<file path="src/ccx_pkg.sv">
// What this block does
// - Two-word direct call; word one low target bits, word two upper bits.
// - Direct call target spans zero to 8388606; lowest target bit always zero.
// - Direct call pushes 24-bit return address, call address plus four.
// - Newer cores store stack-frame-active flag in bit 0 of low word.
// - Newer cores clear stack-frame-active flag after stacking; only status change made.
// - Indirect call opcode fixed; low four bits select target register.
// - Indirect call pushes 24-bit return address, call address plus two.
// - Indirect call loads register bits 15:1, clears PC bits 22:16.
// - Indirect call reach limited to first 32K instruction locations.
// - Long indirect call takes even register W0..W12 plus odd partner.
// - Long call: partner low seven bits to PC 22:16, even to 15:0.
// - Long call keeps PC bit 23, ignores partner high bits, PC0 zero.
// - Clear-file decode: byte/word bit, destination bit, 13-bit address.
// - Destination bit 0 clears default register, 1 clears file register.
// - Byte/word bit 0 gives word operation, 1 gives byte operation.
// - Default working register is W0.
// - Clear-register decode: 3-bit mode, 4-bit register, six addressing modes.
package ccx_pkg;
    localparam logic [7:0] CCX_OP_CALL = 8'h02;
    localparam logic [7:0] CCX_OP_CALLW = 8'h01;
    localparam logic [7:0] CCX_OP_CLRF_HI = 8'hEF;
    localparam logic [7:0] CCX_OP_CLRW_HI = 8'hEB;
    localparam logic [23:0] CCX_RET_DIRECT = 24'h000004;
    localparam logic [23:0] CCX_RET_INDIRECT = 24'h000002;
    localparam logic [15:0] CCX_SP_STEP = 16'h0002;
    localparam logic [3:0] CCX_DEFAULT_WORKING_REGISTER_IDX = 4'h0;
    localparam logic [3:0] CCX_SP_IDX = 4'hF;
    localparam logic [23:0] CCX_NOP_WORD = 24'h000000;
    localparam int CCX_CALL_CYC_NEW = 4;
    localparam int CCX_CALL_CYC_OLD = 2;
    localparam logic [2:0] CCX_AM_DIRECT = 3'h0;
    localparam logic [2:0] CCX_AM_IND = 3'h1;
    localparam logic [2:0] CCX_AM_POSTDEC = 3'h2;
    localparam logic [2:0] CCX_AM_POSTINC = 3'h3;
    localparam logic [2:0] CCX_AM_PREDEC = 3'h4;
    localparam logic [2:0] CCX_AM_PREINC = 3'h5;
    typedef enum logic [2:0] {
        CCX_IDLE = 3'b000,
        CCX_PUSH_LO = 3'b001,
        CCX_PUSH_HI = 3'b011,
        CCX_LOAD = 3'b010,
        CCX_WAIT2 = 3'b110,
        CCX_FETCH2 = 3'b100
    } ccx_state_e;
endpackage : ccx_pkg

</file>
<file path="src/ccx_byte_merge.sv">
`timescale 1ns/1ps
// Zeroes a word or one byte of it, other byte kept
module ccx_byte_merge (
    input wire logic [15:0] old_i,
    input wire logic byte_i,
    input wire logic odd_i,
    output logic [15:0] new_o
);
    always_comb begin
        if (!byte_i) begin
            new_o = 16'h0000;
        end else if (odd_i) begin
            new_o = {8'h00, old_i[7:0]};
        end else begin
            new_o = {old_i[15:8], 8'h00};
        end
    end
endmodule : ccx_byte_merge

</file>
<file path="src/ccx_call_clear.sv">
`timescale 1ns/1ps
module ccx_call_clear
    import ccx_pkg::*;
(
    input wire logic clk_i,
    input wire logic rst_n_i,
    input wire logic new_core_i,
    input wire logic instr_valid_i,
    input wire logic [23:0] instr_i,
    input wire logic [23:0] instr2_i,
    input wire logic instr2_valid_i,
    input wire logic [23:0] pc_i,
    input wire logic sfa_i,
    output logic [3:0] default_working_register_rd_a_o,
    output logic [3:0] default_working_register_rd_b_o,
    input wire logic [15:0] default_working_register_a_i,
    input wire logic [15:0] default_working_register_b_i,
    input wire logic [15:0] sp_i,
    input wire logic [15:0] mem_rd_i,
    output logic busy_o,
    output logic pc_load_o,
    output logic [23:0] pc_o,
    output logic sfa_clr_o,
    output logic nop_inject_o,
    output logic mem_we_o,
    output logic [15:0] mem_addr_o,
    output logic [15:0] mem_wdata_o,
    output logic default_working_register_we_o,
    output logic [3:0] default_working_register_wa_o,
    output logic [15:0] default_working_register_wdata_o
);
    localparam logic [1:0] K_DIR = 2'd1;
    localparam logic [1:0] K_IND = 2'd2;
    localparam logic [1:0] K_LONG = 2'd3;

    function automatic logic [1:0] call_kind(input logic [23:0] w);
        if (w[23:16] == CCX_OP_CALL) begin
            call_kind = K_DIR;
        end else if (w[23:16] == CCX_OP_CALLW && w[15:4] == 12'h000) begin
            call_kind = K_IND;
        end else if (w[23:16] == CCX_OP_CALLW && w[15] && w[10:4] == 7'h00
                     && !w[0] && w[3:0] <= 4'hC
                     && w[14:11] == (w[3:0] | 4'h1)) begin
            call_kind = K_LONG;
        end else begin
            call_kind = 2'd0;
        end
    endfunction : call_kind

    ccx_state_e st_r, st_nxt;
    logic [1:0] kind_r, kind_nxt;
    logic [23:0] ret_r, ret_nxt;
    logic [23:0] tgt_r, tgt_nxt;
    logic sfa_r, sfa_nxt;
    logic [1:0] dk;
    logic [15:0] merged;
    logic clrf, clrw, clr_byte;
    logic [2:0] am;
    logic [15:0] eff_addr;
    logic busy_nxt, pcl_nxt, sfac_nxt, nop_nxt, mwe_nxt, wwe_nxt;
    logic [23:0] pc_nxt;
    logic [15:0] maddr_nxt, mwd_nxt, wwd_nxt;
    logic [3:0] wwa_nxt;

    assign dk = instr_valid_i ? call_kind(instr_i) : 2'd0;
    assign clrf = instr_valid_i && st_r == CCX_IDLE
                  && instr_i[23:16] == CCX_OP_CLRF_HI && !instr_i[15];
    assign clrw = instr_valid_i && st_r == CCX_IDLE
                  && instr_i[23:16] == CCX_OP_CLRW_HI && !instr_i[15]
                  && instr_i[6:0] == 7'h00;
    assign clr_byte = instr_i[14];
    assign am = instr_i[13:11];

    // Read port A: operand register; port B: long call partner
    always_comb begin
        default_working_register_rd_a_o = instr_i[3:0];
        default_working_register_rd_b_o = instr_i[14:11];
        if (clrw) begin
            default_working_register_rd_a_o = instr_i[10:7];
        end else if (clrf && !instr_i[13]) begin
            default_working_register_rd_a_o = CCX_DEFAULT_WORKING_REGISTER_IDX;
        end
    end

    always_comb begin
        case (am)
            CCX_AM_PREDEC: eff_addr = default_working_register_a_i - (clr_byte ? 16'h0001 : 16'h0002);
            CCX_AM_PREINC: eff_addr = default_working_register_a_i + (clr_byte ? 16'h0001 : 16'h0002);
            default: eff_addr = default_working_register_a_i;
        endcase
    end

    // Byte merge uses data read at the addressed location
    ccx_byte_merge u_merge (
        .old_i((clrw && am == CCX_AM_DIRECT) || (clrf && !instr_i[13])
               ? default_working_register_a_i : mem_rd_i),
        .byte_i(clr_byte),
        .odd_i(clrw ? (am == CCX_AM_DIRECT ? 1'b0 : eff_addr[0])
                    : (instr_i[13] ? instr_i[0] : 1'b0)),
        .new_o(merged)
    );

    always_comb begin
        st_nxt = st_r;
        kind_nxt = kind_r;
        ret_nxt = ret_r;
        tgt_nxt = tgt_r;
        sfa_nxt = sfa_r;
        busy_nxt = 1'b0;
        pcl_nxt = 1'b0;
        pc_nxt = pc_o;
        sfac_nxt = 1'b0;
        nop_nxt = 1'b0;
        mwe_nxt = 1'b0;
        maddr_nxt = mem_addr_o;
        mwd_nxt = mem_wdata_o;
        wwe_nxt = 1'b0;
        wwa_nxt = default_working_register_wa_o;
        wwd_nxt = default_working_register_wdata_o;
        case (st_r)
            CCX_IDLE: begin
                if (dk != 2'd0) begin
                    kind_nxt = dk;
                    sfa_nxt = sfa_i;
                    busy_nxt = 1'b1;
                    nop_nxt = 1'b1;
                    if (dk == K_DIR) begin
                        ret_nxt = pc_i + CCX_RET_DIRECT;
                        tgt_nxt = {1'b0, 7'h00, instr_i[15:1], 1'b0};
                        st_nxt = CCX_FETCH2;
                    end else begin
                        ret_nxt = pc_i + CCX_RET_INDIRECT;
                        if (dk == K_IND) begin
                            tgt_nxt = {pc_i[23], 7'h00, default_working_register_a_i[15:1],
                                       1'b0};
                        end else begin
                            tgt_nxt = {pc_i[23], default_working_register_b_i[6:0],
                                       default_working_register_a_i[15:1], 1'b0};
                        end
                        st_nxt = CCX_PUSH_LO;
                    end
                end else if (clrf) begin
                    if (instr_i[13]) begin
                        mwe_nxt = 1'b1;
                        maddr_nxt = {3'h0, instr_i[12:1],
                                     clr_byte & instr_i[0]};
                        mwd_nxt = merged;
                    end else begin
                        wwe_nxt = 1'b1;
                        wwa_nxt = CCX_DEFAULT_WORKING_REGISTER_IDX;
                        wwd_nxt = merged;
                    end
                end else if (clrw) begin
                    if (am == CCX_AM_DIRECT) begin
                        wwe_nxt = 1'b1;
                        wwa_nxt = instr_i[10:7];
                        wwd_nxt = merged;
                    end else begin
                        mwe_nxt = 1'b1;
                        maddr_nxt = eff_addr;
                        mwd_nxt = merged;
                        if (am != CCX_AM_IND) begin
                            wwe_nxt = 1'b1;
                            wwa_nxt = instr_i[10:7];
                            case (am)
                                CCX_AM_POSTINC: wwd_nxt = default_working_register_a_i
                                    + (clr_byte ? 16'h0001 : 16'h0002);
                                CCX_AM_POSTDEC: wwd_nxt = default_working_register_a_i
                                    - (clr_byte ? 16'h0001 : 16'h0002);
                                default: wwd_nxt = eff_addr;
                            endcase
                        end
                    end
                end
            end
            CCX_FETCH2: begin
                busy_nxt = 1'b1;
                nop_nxt = 1'b1;
                if (instr2_valid_i) begin
                    tgt_nxt = {1'b0, instr2_i[6:0], tgt_r[15:0]};
                    st_nxt = CCX_PUSH_LO;
                end
            end
            CCX_PUSH_LO: begin
                busy_nxt = 1'b1;
                mwe_nxt = 1'b1;
                maddr_nxt = sp_i;
                mwd_nxt = {ret_r[15:1], new_core_i ? sfa_r : ret_r[0]};
                wwe_nxt = 1'b1;
                wwa_nxt = CCX_SP_IDX;
                wwd_nxt = sp_i + CCX_SP_STEP;
                st_nxt = CCX_PUSH_HI;
            end
            CCX_PUSH_HI: begin
                busy_nxt = 1'b1;
                mwe_nxt = 1'b1;
                // Low-word pointer update lands only at the next edge
                maddr_nxt = sp_i + CCX_SP_STEP;
                mwd_nxt = {8'h00, ret_r[23:16]};
                wwe_nxt = 1'b1;
                wwa_nxt = CCX_SP_IDX;
                wwd_nxt = sp_i + CCX_SP_STEP + CCX_SP_STEP;
                sfac_nxt = new_core_i;
                // Direct call already spent a cycle fetching word two
                if (!new_core_i) begin
                    // Older core loads while the high byte is written
                    busy_nxt = 1'b0;
                    pcl_nxt = 1'b1;
                    pc_nxt = tgt_r;
                    st_nxt = CCX_IDLE;
                end else if (kind_r == K_DIR) begin
                    st_nxt = CCX_LOAD;
                end else begin
                    st_nxt = CCX_WAIT2;
                end
            end
            CCX_WAIT2: begin
                busy_nxt = 1'b1;
                st_nxt = CCX_LOAD;
            end
            CCX_LOAD: begin
                pcl_nxt = 1'b1;
                pc_nxt = tgt_r;
                st_nxt = CCX_IDLE;
            end
            default: st_nxt = CCX_IDLE;
        endcase
    end

    always_ff @(posedge clk_i) begin
        if (!rst_n_i) begin
            st_r <= CCX_IDLE;
            kind_r <= 2'd0;
            ret_r <= 24'h000000;
            tgt_r <= 24'h000000;
            sfa_r <= 1'b0;
            busy_o <= 1'b0;
            pc_load_o <= 1'b0;
            pc_o <= 24'h000000;
            sfa_clr_o <= 1'b0;
            nop_inject_o <= 1'b0;
            mem_we_o <= 1'b0;
            mem_addr_o <= 16'h0000;
            mem_wdata_o <= 16'h0000;
            default_working_register_we_o <= 1'b0;
            default_working_register_wa_o <= 4'h0;
            default_working_register_wdata_o <= 16'h0000;
        end else begin
            st_r <= st_nxt;
            kind_r <= kind_nxt;
            ret_r <= ret_nxt;
            tgt_r <= tgt_nxt;
            sfa_r <= sfa_nxt;
            busy_o <= busy_nxt;
            pc_load_o <= pcl_nxt;
            pc_o <= pc_nxt;
            sfa_clr_o <= sfac_nxt;
            nop_inject_o <= nop_nxt;
            mem_we_o <= mwe_nxt;
            mem_addr_o <= maddr_nxt;
            mem_wdata_o <= mwd_nxt;
            default_working_register_we_o <= wwe_nxt;
            default_working_register_wa_o <= wwa_nxt;
            default_working_register_wdata_o <= wwd_nxt;
        end
    end

    // Cycles since the call was taken, for checks only
    logic [3:0] age_r;
    always_ff @(posedge clk_i) begin
        if (!rst_n_i || st_r == CCX_IDLE) begin
            age_r <= 4'h0;
        end else begin
            age_r <= age_r + 4'h1;
        end
    end

    a_ind_cycles: assert property (@(posedge clk_i) disable iff (!rst_n_i)
        st_r == CCX_IDLE && dk == K_IND && new_core_i
        |-> ##5 pc_load_o) else $error("indirect call not four cycles");
    a_old_cycles: assert property (@(posedge clk_i) disable iff (!rst_n_i)
        st_r == CCX_IDLE && dk == K_IND && !new_core_i
        |-> ##3 pc_load_o) else $error("old indirect call timing wrong");
    a_ind_target: assert property (@(posedge clk_i) disable iff (!rst_n_i)
        pc_load_o && kind_r == K_IND |-> pc_o[22:16] == 7'h00 && !pc_o[0])
        else $error("indirect target out of reach");
    a_pc0_zero: assert property (@(posedge clk_i) disable iff (!rst_n_i)
        pc_load_o |-> !pc_o[0]) else $error("target bit 0 set");
    a_push_order: assert property (@(posedge clk_i) disable iff (!rst_n_i)
        st_r == CCX_PUSH_LO |=> mem_we_o ##1 mem_we_o
        && mem_wdata_o[15:8] == 8'h00) else $error("push order wrong");
    a_sp_step: assert property (@(posedge clk_i) disable iff (!rst_n_i)
        st_r == CCX_PUSH_LO |=> default_working_register_we_o && default_working_register_wa_o == CCX_SP_IDX
        && default_working_register_wdata_o == $past(sp_i) + CCX_SP_STEP)
        else $error("stack pointer step wrong");
    a_sfa_after: assert property (@(posedge clk_i) disable iff (!rst_n_i)
        sfa_clr_o |-> $past(mem_we_o) && mem_we_o)
        else $error("flag cleared before stacking");
    a_ret_addr: assert property (@(posedge clk_i) disable iff (!rst_n_i)
        st_r == CCX_IDLE && dk == K_IND |=> ret_r == $past(pc_i) + 24'h2)
        else $error("indirect return address wrong");
    a_clr_one: assert property (@(posedge clk_i) disable iff (!rst_n_i)
        clrf && dk == 2'd0 |=> (mem_we_o || default_working_register_we_o) && !busy_o
        && !sfa_clr_o) else $error("clear not single cycle");
    a_age_bound: assert property (@(posedge clk_i) disable iff (!rst_n_i)
        age_r < 4'h8) else $error("call sequence hung");
endmodule : ccx_call_clear

</file>
<file path="config.mk">
export PLATFORM = sky130hd
export DESIGN_NAME = ccx_call_clear
export DESIGN_NICKNAME = d
export VERILOG_FILES = /design/src/ccx_pkg.sv /design/src/ccx_byte_merge.sv /design/src/ccx_call_clear.sv
export SDC_FILE = /design/constraint.sdc
export NUM_CORES = 1
export LEC_CHECK = 0
export BUFFER_PORTS_ARGS = -buffer_cell sky130_fd_sc_hd__buf_2
export CORE_AREA = 2 2 127 129
export CTS_CLUSTER_DIAMETER = 80
export DETAILED_ROUTE_END_ITERATION = 16
export DIE_AREA = 0 0 129 131
export PLACE_DENSITY = 0.86
export SYNTH_ARGS = -nofsm -noshare
export SYNTH_HDL_FRONTEND = slang
export SYNTH_SLANG_ARGS = --single-unit
</file>
<file path="constraint.sdc">
create_clock -name clk_i -period 5.8 [get_ports clk_i]
set_input_delay 0.58 -clock clk_i [delete_from_list [all_inputs] [get_ports clk_i]]
set_output_delay 0.58 -clock clk_i [all_outputs]
set_load 0.01 [all_outputs]
</file>
==> metrics, run 1 <==
setup bufs post-CTS=0; Critical Path Sink Type=flip-flop; Synth area leaders=dfxtp_1 30%, nand2_1 8.3%, a21oi_1 7.7%; vias in the first global route=approximately 9k; area leader, netlist=dfxtp_1; Post-Syn Area=around 8900 µm²; EDFF count, synth=0; unrepaired setup endpoints after global routing=no; clock group share of total power=between 40% and 50%; drt first pass iters=6; pre-CTS WS=between 2000 and 2500 ps; Worst path slowest cell=o21a_1; crit path DAT=3880 ps; gr ovfl total=0; clock net sink count=between 100 and 150; clk_lat worst skew=roughly 440 ps; PortBufs=a little over 200; Peak VDD IR=0.000216 V; Routed Antenna Nets=0; vias per cell=around 6.4; Yosys reg bits=around 130; ant diodes=0; Critical path origin=st_r[0]; Final min period=between 3000 and 4000 ps; CTS tree=done; initial DRC count=roughly 1.1k; Post-CTS Hold Buffers=0; CTS Root Cell=clkbuf_16; Psw=655 µW; Clock Tree Buf Depth=2; Critical Path Source Type=flip-flop; Comb power frac=12.9%; final setup violating endpoints=0; main flop type after synthesis=dfxtp_1; fin util=around 67%; Mapped Cells=roughly 1.2k; commonest non-fill, non-tap cell in the layout=buf_2; gr usage total=a little under two fifths; YS warnings=0; critical path class=reg -> reg; Fmax=around 280 MHz; first-pass GRT wire length=around 50,000 µm; final WL=~33,000 µm; Hold Crit Start=pc_i[0]; fin crit share=61.1%; Max Transition Viols Final=0; Sequential Power Share=about two fifths; Internal Power=about 1600 µW; I/O pin cnt=approximately 230; cell area after layout=10,400 µm²; Initial Util=roughly 57%; final setup skew=roughly 6.0 ps; reg2reg start=st_r[0]; Worst Path Max Fanout=19; register area share after synthesis=approximately 30%; core footprint=about 16,000 µm²; initial antenna violation count=0; placed inst area=9860 µm²; Setup TNS Final=0 ps; Layout Nets=around 1.5k; Syn Nets=1,367; Die X=about 130 µm; CTS H-tree depth=4; row count=46; Synth top area share=approximately 30%; CTS-repair resized insts=0; RePlAce Congestion=roughly 1.0; pin count of the biggest net entering global routing=61; most frequent cells in the layout=204 x buf_2, 196 x nand2_1, 136 x a21oi_1; Worst-Margin Slew=approximately 1200 ps; CTS clk-pin slew, worst paths=around 60 ps; hpwl dp=between 20,000 and 25,000 µm; Final Power=2300 µW; Slew headroom=around 20%; area grow syn2layout=17.3%; DRC Markers=0; Cell Pwr Density=220 nW/µm²; Die Y=about 130 µm; Sw Share=approximately 28%; status=complete, no violations; Critical Path, Cell by Cell=or3_4 -> or4_1 -> o31ai_2 -> o21a_1 -> o21ai_0 -> o221a_2; Lkg Pwr=between 0.004 and 0.005 µW; total die area=~17,000 µm²; final hold violation count=0; max cap viols=0; Hold Crit Class=in -> reg; setup ws final=2260 ps; layout cell share with drive strength beyond 1=20.0%; async set-reset flop share out of synthesis=0%; synth unique cells=78; CP max stage delay=approximately 760 ps; Critical Path RT=6130 ps; via count=a little over 10k; Synth Area per Inst=around 7.3 µm²; TritonCTS Buffers=17; DR WL/cell=between 20 and 25 µm
## critical path, delay by kind of cell, from the launching register on
family	cells	cell delay, ps
AO/OA/AOI/OAI	4	1830
flip-flops	1	420
AND/OR/NAND/NOR	2	1160
## worst paths after layout
path	slack, ps	cells past startpoint	end
worst min register to register	450	2	pc_o[19]
worst min-delay path	390	3	ret_r[0]
worst max register to register	2260	6	mem_addr_o[10]
worst max-delay path	2260	6	mem_addr_o[10]
## synthesized netlist by cell type (12+ instances only)
| cell | count |
|---|---|
| nor3_1 | 44 |
| nand3_1 | 26 |
| nor4_1 | 22 |
| nand2_1 | 196 |
| a21oi_1 | 136 |
| nand4_1 | 14 |
| dfxtp_1 | 134 |
| o211a_1 | 14 |
| a211oi_1 | 26 |
| xor2_1 | 22 |
| o211ai_1 | 12 |
| clkbuf_1 | 72 |
| inv_1 | 22 |
| xnor2_1 | 53 |
| mux2i_1 | 31 |
| nor2_1 | 102 |
| o21ai_0 | 64 |
## stage by stage
stage	hold WS [ps]	cells
floorplan	429	1212
global placement	432	1548
detailed placement	440	1548
CTS	388	1580
global route	410	1580
finish	389	1580
## cells by family (layout without fill, tap and decap cells)
family,count (synthesis),in the layout,share of synthesized area [%]
compound gates,348,348,25.1
xor+xnor,75,75,7.39
fa+ha+maj,13,13,2.00
buf+inv,123,275,5.94
flops,134,134,30.2
mux,33,33,3.74
other cells,1,1,0.0422
simple gates,485,485,25.7
## flip-flops by register name, indices dropped and copies added, names as in the netlist
register	count
mem_addr_o	16
mem_we_o	1
default_working_register_wa_o	4
pc_o	23
tgt_r	23
busy_o	1
default_working_register_wdata_o	16
sfa_clr_o	1
default_working_register_we_o	1
nop_inject_o	1
pc_load_o	1
sfa_r	1
kind_r	2
mem_wdata_o	16
ret_r	24
st_r	3
## power by group through the flow
stage          logic (µW)  clock network, µW  registers (µW)
2_1_floorplan         167                  0             945
3_3_place_gp          283                  0             945
3_5_place_dp          283                  0             945
4_1_cts               285               1070             924
5_1_grt               315               1110             924
6_report              297               1080             924
## layer usage
layer	GRT usage [%]	up-vias	share of wire (%)
li1	-	4622	-
met1	46.3	4664	37
met2	63.1	666	47
met3	7.90	146	11
met4	20.7	0	5.3
met5	0	-	0
## area by class of cell
type / instances / area (µm²)
clock buffer: 20 / 457
timing repair buffer: 218 / 1130
fill: 1383 / 5160
sequential: 134 / 2680
inverter: 25 / 93.8
clock inverter: 12 / 115
tap: 216 / 270
multi-input combinational: 955 / 5690
Power figures use the tool's default switching activity.
==> run 2: changes to the inputs <==
- ABC_AREA: default -> 1
- CORE_AREA: 2 2 127 129 -> 2 2 147 149
- DIE_AREA: 0 0 129 131 -> 0 0 149 151
- PLACE_DENSITY: 0.86 -> 0.76
- clock period: 5.8 -> 2.9 ns (I/O delays scaled with it)
==> run 2 against run 1 <==
  * Hold slack lost 220 ps
  * First-iteration DRC count grew 24%
  * Combinational power grew to 3.0 times the previous value
  * Area after synthesis grew 15%
  * Die area grew 33%
  * Global-route usage shrank 1.8 points
  * Synthesized cell count grew 48%
  * Flip-flop and latch count is the same
  * Design area grew 16%
  * Non-clock buffer count grew 28
==> metrics, run 2 <==
Worst Hold Endpoint=sfa_r; CTS clk-pin slew, worst paths=60 ps; Hold Crit Start=sfa_i; flop-to-flop setup slack=220 ps; Worst path slowest cell=o22ai_1; worst hold path depth=3; RePlAce Congestion=1.04; setup bufs post-CTS=0; clock net sink count=134; Mapped Cells=between 1.5k and 2k; I/O pin cnt=~230; Critical Path Sink Type=flip-flop; CP most frequent cell=nor2_1; area leader, netlist=dfxtp_1; pin count of the biggest net entering global routing=roughly 110; reg2reg start=st_r[0]; layout cell share with drive strength beyond 1=about 15%; crit path DAT=3020 ps; row count=between 50 and 60; largest registers=ret_r x24, pc_o x23, tgt_r x23; Worst-Margin Slew=1030 ps; via count=between 10k and 15k; unrepaired setup endpoints after global routing=no; Sw Share=a little under a third; CTS-repair resized insts=0; Initial Util=about half; clk_lat worst skew=~410 ps; Cell Pwr Density=just over 400 nW/µm²; total die area=between 20,000 and 25,000 µm²; Synth area leaders=dfxtp_1 26%, nand2_1 19%, nor2_1 9.7%; area grow syn2layout=18.2%; status=complete, no violations; Reg area=approximately 2700 µm²; register area share after synthesis=between 20% and 30%; main flop type after synthesis=dfxtp_1; CP max stage delay=slightly below 500 ps; Synth top cells by count=516 x nand2_1, 266 x nor2_1, 188 x inv_1; clock group share of total power=between 40% and 50%; Lkg Pwr=0.00601 µW; Yosys reg bits=134; PortBufs=between 200 and 250; CTS H-tree depth=4; Most flops, register=ret_r; Sequential Power Share=a little under two fifths; # fillers=around 2.2k; commonest non-fill, non-tap cell in the layout=nand2_1; synth unique cells=50; YS warnings=0; Layout Nets=around 2.1k; Comb power frac=between 15 and 20%; final setup skew=approximately 9.1 ps; ant diodes=0; critical path class=reg -> reg; Clock Tree Buf Depth=2; gr ovfl total=0; CTS Root Cell=clkbuf_16; drt first pass iters=6; EDFF count, synth=0; top-count cell post-synth=nand2_1; Critical Path, Cell by Cell=inv_1 -> nor2_1 -> inv_1 -> nor2_1 -> nand2_1 -> o22ai_1 -> buf_4 -> nor2_1 -> nor2_1; async set-reset flop share out of synthesis=0%; DR WL/cell=around 18 µm; fin crit share=92.3%; initial DRC count=about 1.4k; Final min period=around 2700 ps; Fmax=approximately 370 MHz; Critical Path Source Type=flip-flop; max cap viols=0; core footprint=between 20,000 and 25,000 µm²; CTS tree=done; vias per cell=roughly 5.6; Setup TNS Final=0 ps; Peak VDD IR=around 0.00034 V; Critical Path RT=3250 ps; Routed Antenna Nets=0; vias in the first global route=roughly 11k; max FFs per register=24; depth of the most critical reg-to-reg path=9; final hold violation count=0; hpwl dp=32,000 µm; Final Power=between 4000 and 5000 µW; TritonCTS Buffers=17; initial antenna violation count=2; Psw=1500 µW; Die Y=approximately 150 µm; Worst Path Max Fanout=10; Die X=149 µm; Synth top area share=26.2%; first-pass GRT wire length=roughly 62,000 µm; Synth Area per Inst=5.73 µm²; gr usage total=between 30% and 40%; Slew headroom=between 30% and 40%; DRC Markers=0; reg2reg end=mem_wdata_o[15]; area occupied by multi-input gates=approximately 6400 µm²; final setup violating endpoints=0; Post-Syn Area=10,200 µm²; Post-CTS Hold Buffers=0; Internal Power=3450 µW; Hold Crit Class=in -> reg; most frequent cells in the layout=516 x nand2_1, 266 x nor2_1, 204 x buf_2; Syn Nets=just under 2k; final WL=between 40,000 and 50,000 µm; Max Transition Viols Final=0
run 2: cell types whose count changed after synthesis, moves of 14 or more:
cell	previous run	this run
a211oi_1	26	6
a21oi_1	136	85
inv_1	22	188
mux2i_1	31	0
nand2_1	196	516
nand3_1	26	141
nand4_1	14	44
nor2_1	102	266
nor3_1	44	18
nor4_1	22	3
o21ai_0	64	136
o22ai_1	4	18
xnor2_1	53	7
run 2: worst max path at each step:
stage	start	end	slack, ps	cells after the start
after floorplan	instr_i[14]	default_working_register_wdata_o[8]	760	17
after global placement	instr_i[14]	mem_addr_o[6]	210	16
after detailed placement	instr_i[14]	default_working_register_wdata_o[8]	190	18
after CTS	st_r[0]	mem_wdata_o[11]	330	12
after global routing	st_r[0]	mem_wdata_o[4]	80	13
final	st_r[0]	mem_wdata_o[15]	220	9
run 2: metal layers:
| metal | GRT usage, % | part of all wire, % | wire length (µm) | vias to the layer above |
|---|---|---|---|---|
| met5 | 0 | 0.029 | 12 | - |
| met4 | 11.3 | 3.2 | 1340 | 2 |
| met3 | 7.80 | 11 | 4520 | 91 |
| met2 | 54.1 | 42 | 17100 | 716 |
| met1 | 51.9 | 44 | 18200 | 5594 |
| li1 | - | - | - | 6102 |
run 2: logic make-up after synthesis:
logic type | Yosys count | synth area share, %
adder cells (fa/ha/maj) | 13 | 1.73
buffers and inverters | 294 | 11.7
AO/OA/AOI/OAI | 294 | 15.7
XOR/XNOR | 41 | 3.50
AND/OR/NAND/NOR | 1011 | 41.1
flip-flops | 134 | 26.2
other | 1 | 0.0366
run 2: layout make-up:
type,instances,share of cell area [%]
Clock inverter,14,1.34
Tap cell,275,2.84
Timing Repair Buffer,246,11.2
Sequential cell,134,22.1
Inverter,201,6.25
Multi-Input combinational cell,1360,52.6
Clock buffer,18,3.63
run 2: power groups by stage:
stage	clock, µW	combinational (µW)	sequential [µW]
global placement	0	842	1910
floorplan	0	481	1910
detailed placement	0	844	1910
finish	2200	882	1870
CTS	2210	849	1870
global route	2280	956	1870
run 2: through the flow:
step	hold slack (ps)	utilization [%]	instance area [µm²]	worst slack (ps)	cells
2_1_floorplan	425	-	10200	760	1788
3_3_place_gp	438	55.3	11500	207	2216
3_5_place_dp	444	55.3	11500	191	2216
4_1_cts	156	58.2	12100	334	2248
5_1_grt	181	58.2	12100	84.9	2248
6_report	172	58.2	12100	225	2248
run 2: critical path, delay by kind of cell (launching register included):
kind	cells	cell delay (ps)
AND/OR/NAND/NOR	5	1270
AO/OA/AOI/OAI	1	490
flip-flops	1	430
buffers and inverters	3	420
==> run 3: changes to the inputs <==
--- a/config.mk
+++ b/config.mk
@@ -8,9 +8,8 @@
 export ABC_AREA = 1
 export BUFFER_PORTS_ARGS = -buffer_cell sky130_fd_sc_hd__buf_2
-export CORE_AREA = 2 2 147 149
+export CORE_AREA = 2 2 175 177
 export CTS_CLUSTER_DIAMETER = 80
 export DETAILED_ROUTE_END_ITERATION = 16
-export DIE_AREA = 0 0 149 151
-export PLACE_DENSITY = 0.76
+export DIE_AREA = 0 0 177 179
 export SYNTH_ARGS = -nofsm -noshare
 export SYNTH_HDL_FRONTEND = slang
==> constraint.sdc (replaced) <==
create_clock -name clk_i -period 2.9 [get_ports clk_i]
set_input_delay 0.29 -clock clk_i [delete_from_list [all_inputs] [get_ports clk_i]]
set_output_delay 0.29 -clock clk_i [all_outputs]
set_load 0.02 [all_outputs]
==> run 3 against run 2 <==
  * Non-clock buffer count grew 9
  * Combinational power grew 2.3%
  * Clock power increased by 2%
  * Wire length increased by 1.9%
  * Design area increased by 1.9%
  * Critical path depth grew 5
  * Via count shrank 1.3%
  * Die area increased by 41%
  * Fmax up 4.8%
  * Cell count grew 5.8%
  * Highest routed layer is now met4
==> metrics, run 3 (synthesis results as in run 2) <==
hold_ws=between 150 and 200 ps; Worst path slowest cell=dfxtp_1; Setup TNS Final=0 ps; status=complete, no violations; via count=between 10k and 15k; Critical Path Source Type=flip-flop; Cell Pwr Density=roughly 400 nW/µm²; initial antenna violation count=0; gr ovfl total=0; grt peak-use layer=met1; # fillers=about 3.4k; gr usage total=26.1%; first-pass GRT wire length=between 60,000 and 70,000 µm; Critical Path, Cell by Cell=nor2_4 -> nand2_4 -> nor2_2 -> nand2_1 -> nor2_2 -> nand3_1 -> nand2_1 -> nand2_1 -> inv_1 -> nand2_1 -> o21ai_0 -> buf_4 -> nor2_1 -> nor2_1; critical path's top delay family=simple AND/OR/NAND/NOR gates; TritonCTS Buffers=17; Max Transition Viols Final=0; Final min period=2550 ps; Initial Util=between 30% and 40%; Critical Path Sink Type=flip-flop; Clock Tree Buf Depth=2; Hold Crit Class=in -> reg; unrepaired setup endpoints after global routing=no; Layout Nets=around 2.1k; Die Y=between 150 and 200 µm; CTS Root Cell=clkbuf_16; grt met1 use=between 30% and 40%; Most flops, register=ret_r; Worst Path Max Fanout=7; pin count of the biggest net entering global routing=51; fin crit share=88.1%; I/O pin cnt=around 230; CTS H-tree depth=4; row count=64; Peak VDD IR=~0.00035 V; CTS tree=done; initial DRC count=1,425; DR WL/cell=about 18 µm; final setup violating endpoints=0; drt first pass iters=6; CP bufs+invs=2; vias in the first global route=10.8k; Routed Antenna Nets=0; total die area=about 32,000 µm²; final setup skew=12.6 ps; setup bufs post-CTS=0; PortBufs=204; CP max stage delay=370 ps; commonest non-fill, non-tap cell in the layout=nand2_1; ant diodes=0; CP most frequent cell=nand2_1; Slew headroom=44.1%; vias per cell=5.19; RePlAce Congestion=between 0.9 and 1; largest registers=ret_r x24, pc_o x23, tgt_r x23; clk_lat worst skew=420 ps; Lkg Pwr=just over 0.006 µW; CTS-repair resized insts=0; max FFs per register=24; Die X=roughly 180 µm; core footprint=~30,000 µm²; final hold violation count=0; met3 usage=under 10%; area grow syn2layout=20.4%; max cap viols=0; DRC Markers=0; Worst-Margin Slew=around 840 ps; flop-to-flop setup slack=~350 ps; Fmax=~400 MHz; layout cell share with drive strength beyond 1=15.7%; GR Util met2=between 30% and 40%; CTS clk-pin slew, worst paths=60 ps; clock net sink count=about 130; critical path class=reg -> reg; final WL=between 40,000 and 50,000 µm; hpwl dp=~34,000 µm; crit path DAT=a little under 3000 ps; Critical Path RT=between 3000 and 4000 ps; Post-CTS Hold Buffers=0; most frequent cells in the layout=516 x nand2_1, 266 x nor2_1, 204 x buf_2
## run 3: final cells by class
type | count | area (µm²) | area share [%]
inverters | 201 | 757 | 6.13
multi-input cells | 1360 | 6360 | 51.6
well taps | 396 | 495 | 4.01
clock inverters | 12 | 165 | 1.34
clock buffers | 20 | 447 | 3.62
flip-flops and latches | 134 | 2680 | 21.7
repair buffers | 255 | 1430 | 11.6
## run 3: where the power goes
| part | switching, µW | internal (µW) | leakage [µW] |
|---|---|---|---|
| registers | 9.83 | 1860 | 0.00108 |
| clock network | 853 | 1390 | 0.000288 |
| logic | 625 | 278 | 0.00468 |
| total | 1490 | 3530 | 0.00605 |
## run 3: per-layer routing
layer,part of all wire [%],vias up
met5,0,-
met4,2.3,0
met3,9.2,55
met2,41,603
met1,47,5567
li1,-,6112
## run 3: worst paths after layout
kind,from,to,cells after the start
worst max-delay path,st_r[0],mem_wdata_o[5],14
worst min register to register,tgt_r[21],pc_o[21],2
worst max register to register,st_r[0],mem_wdata_o[5],14
worst min-delay path,sfa_i,sfa_r,3
## run 3: worst min-delay path: cells and delay by family
| kind | cells | cell delay, ps |
|---|---|---|
| compound gates | 1 | 80 |
| buf+inv | 1 | 100 |
| simple gates | 1 | 80 |
## run 3: per-stage QoR
stage	utilization [%]	cells	power [µW]	setup WS (ps)	cell area [µm²]
5_1_grt	41.1	2378	5200	185	12300
2_1_floorplan	-	1788	2410	760	10200
4_1_cts	41.1	2378	5020	410	12300
6_report	41.1	2378	5010	346	12300
3_5_place_dp	39.1	2346	2790	179	11700
3_3_place_gp	39.1	2346	2780	195	11700
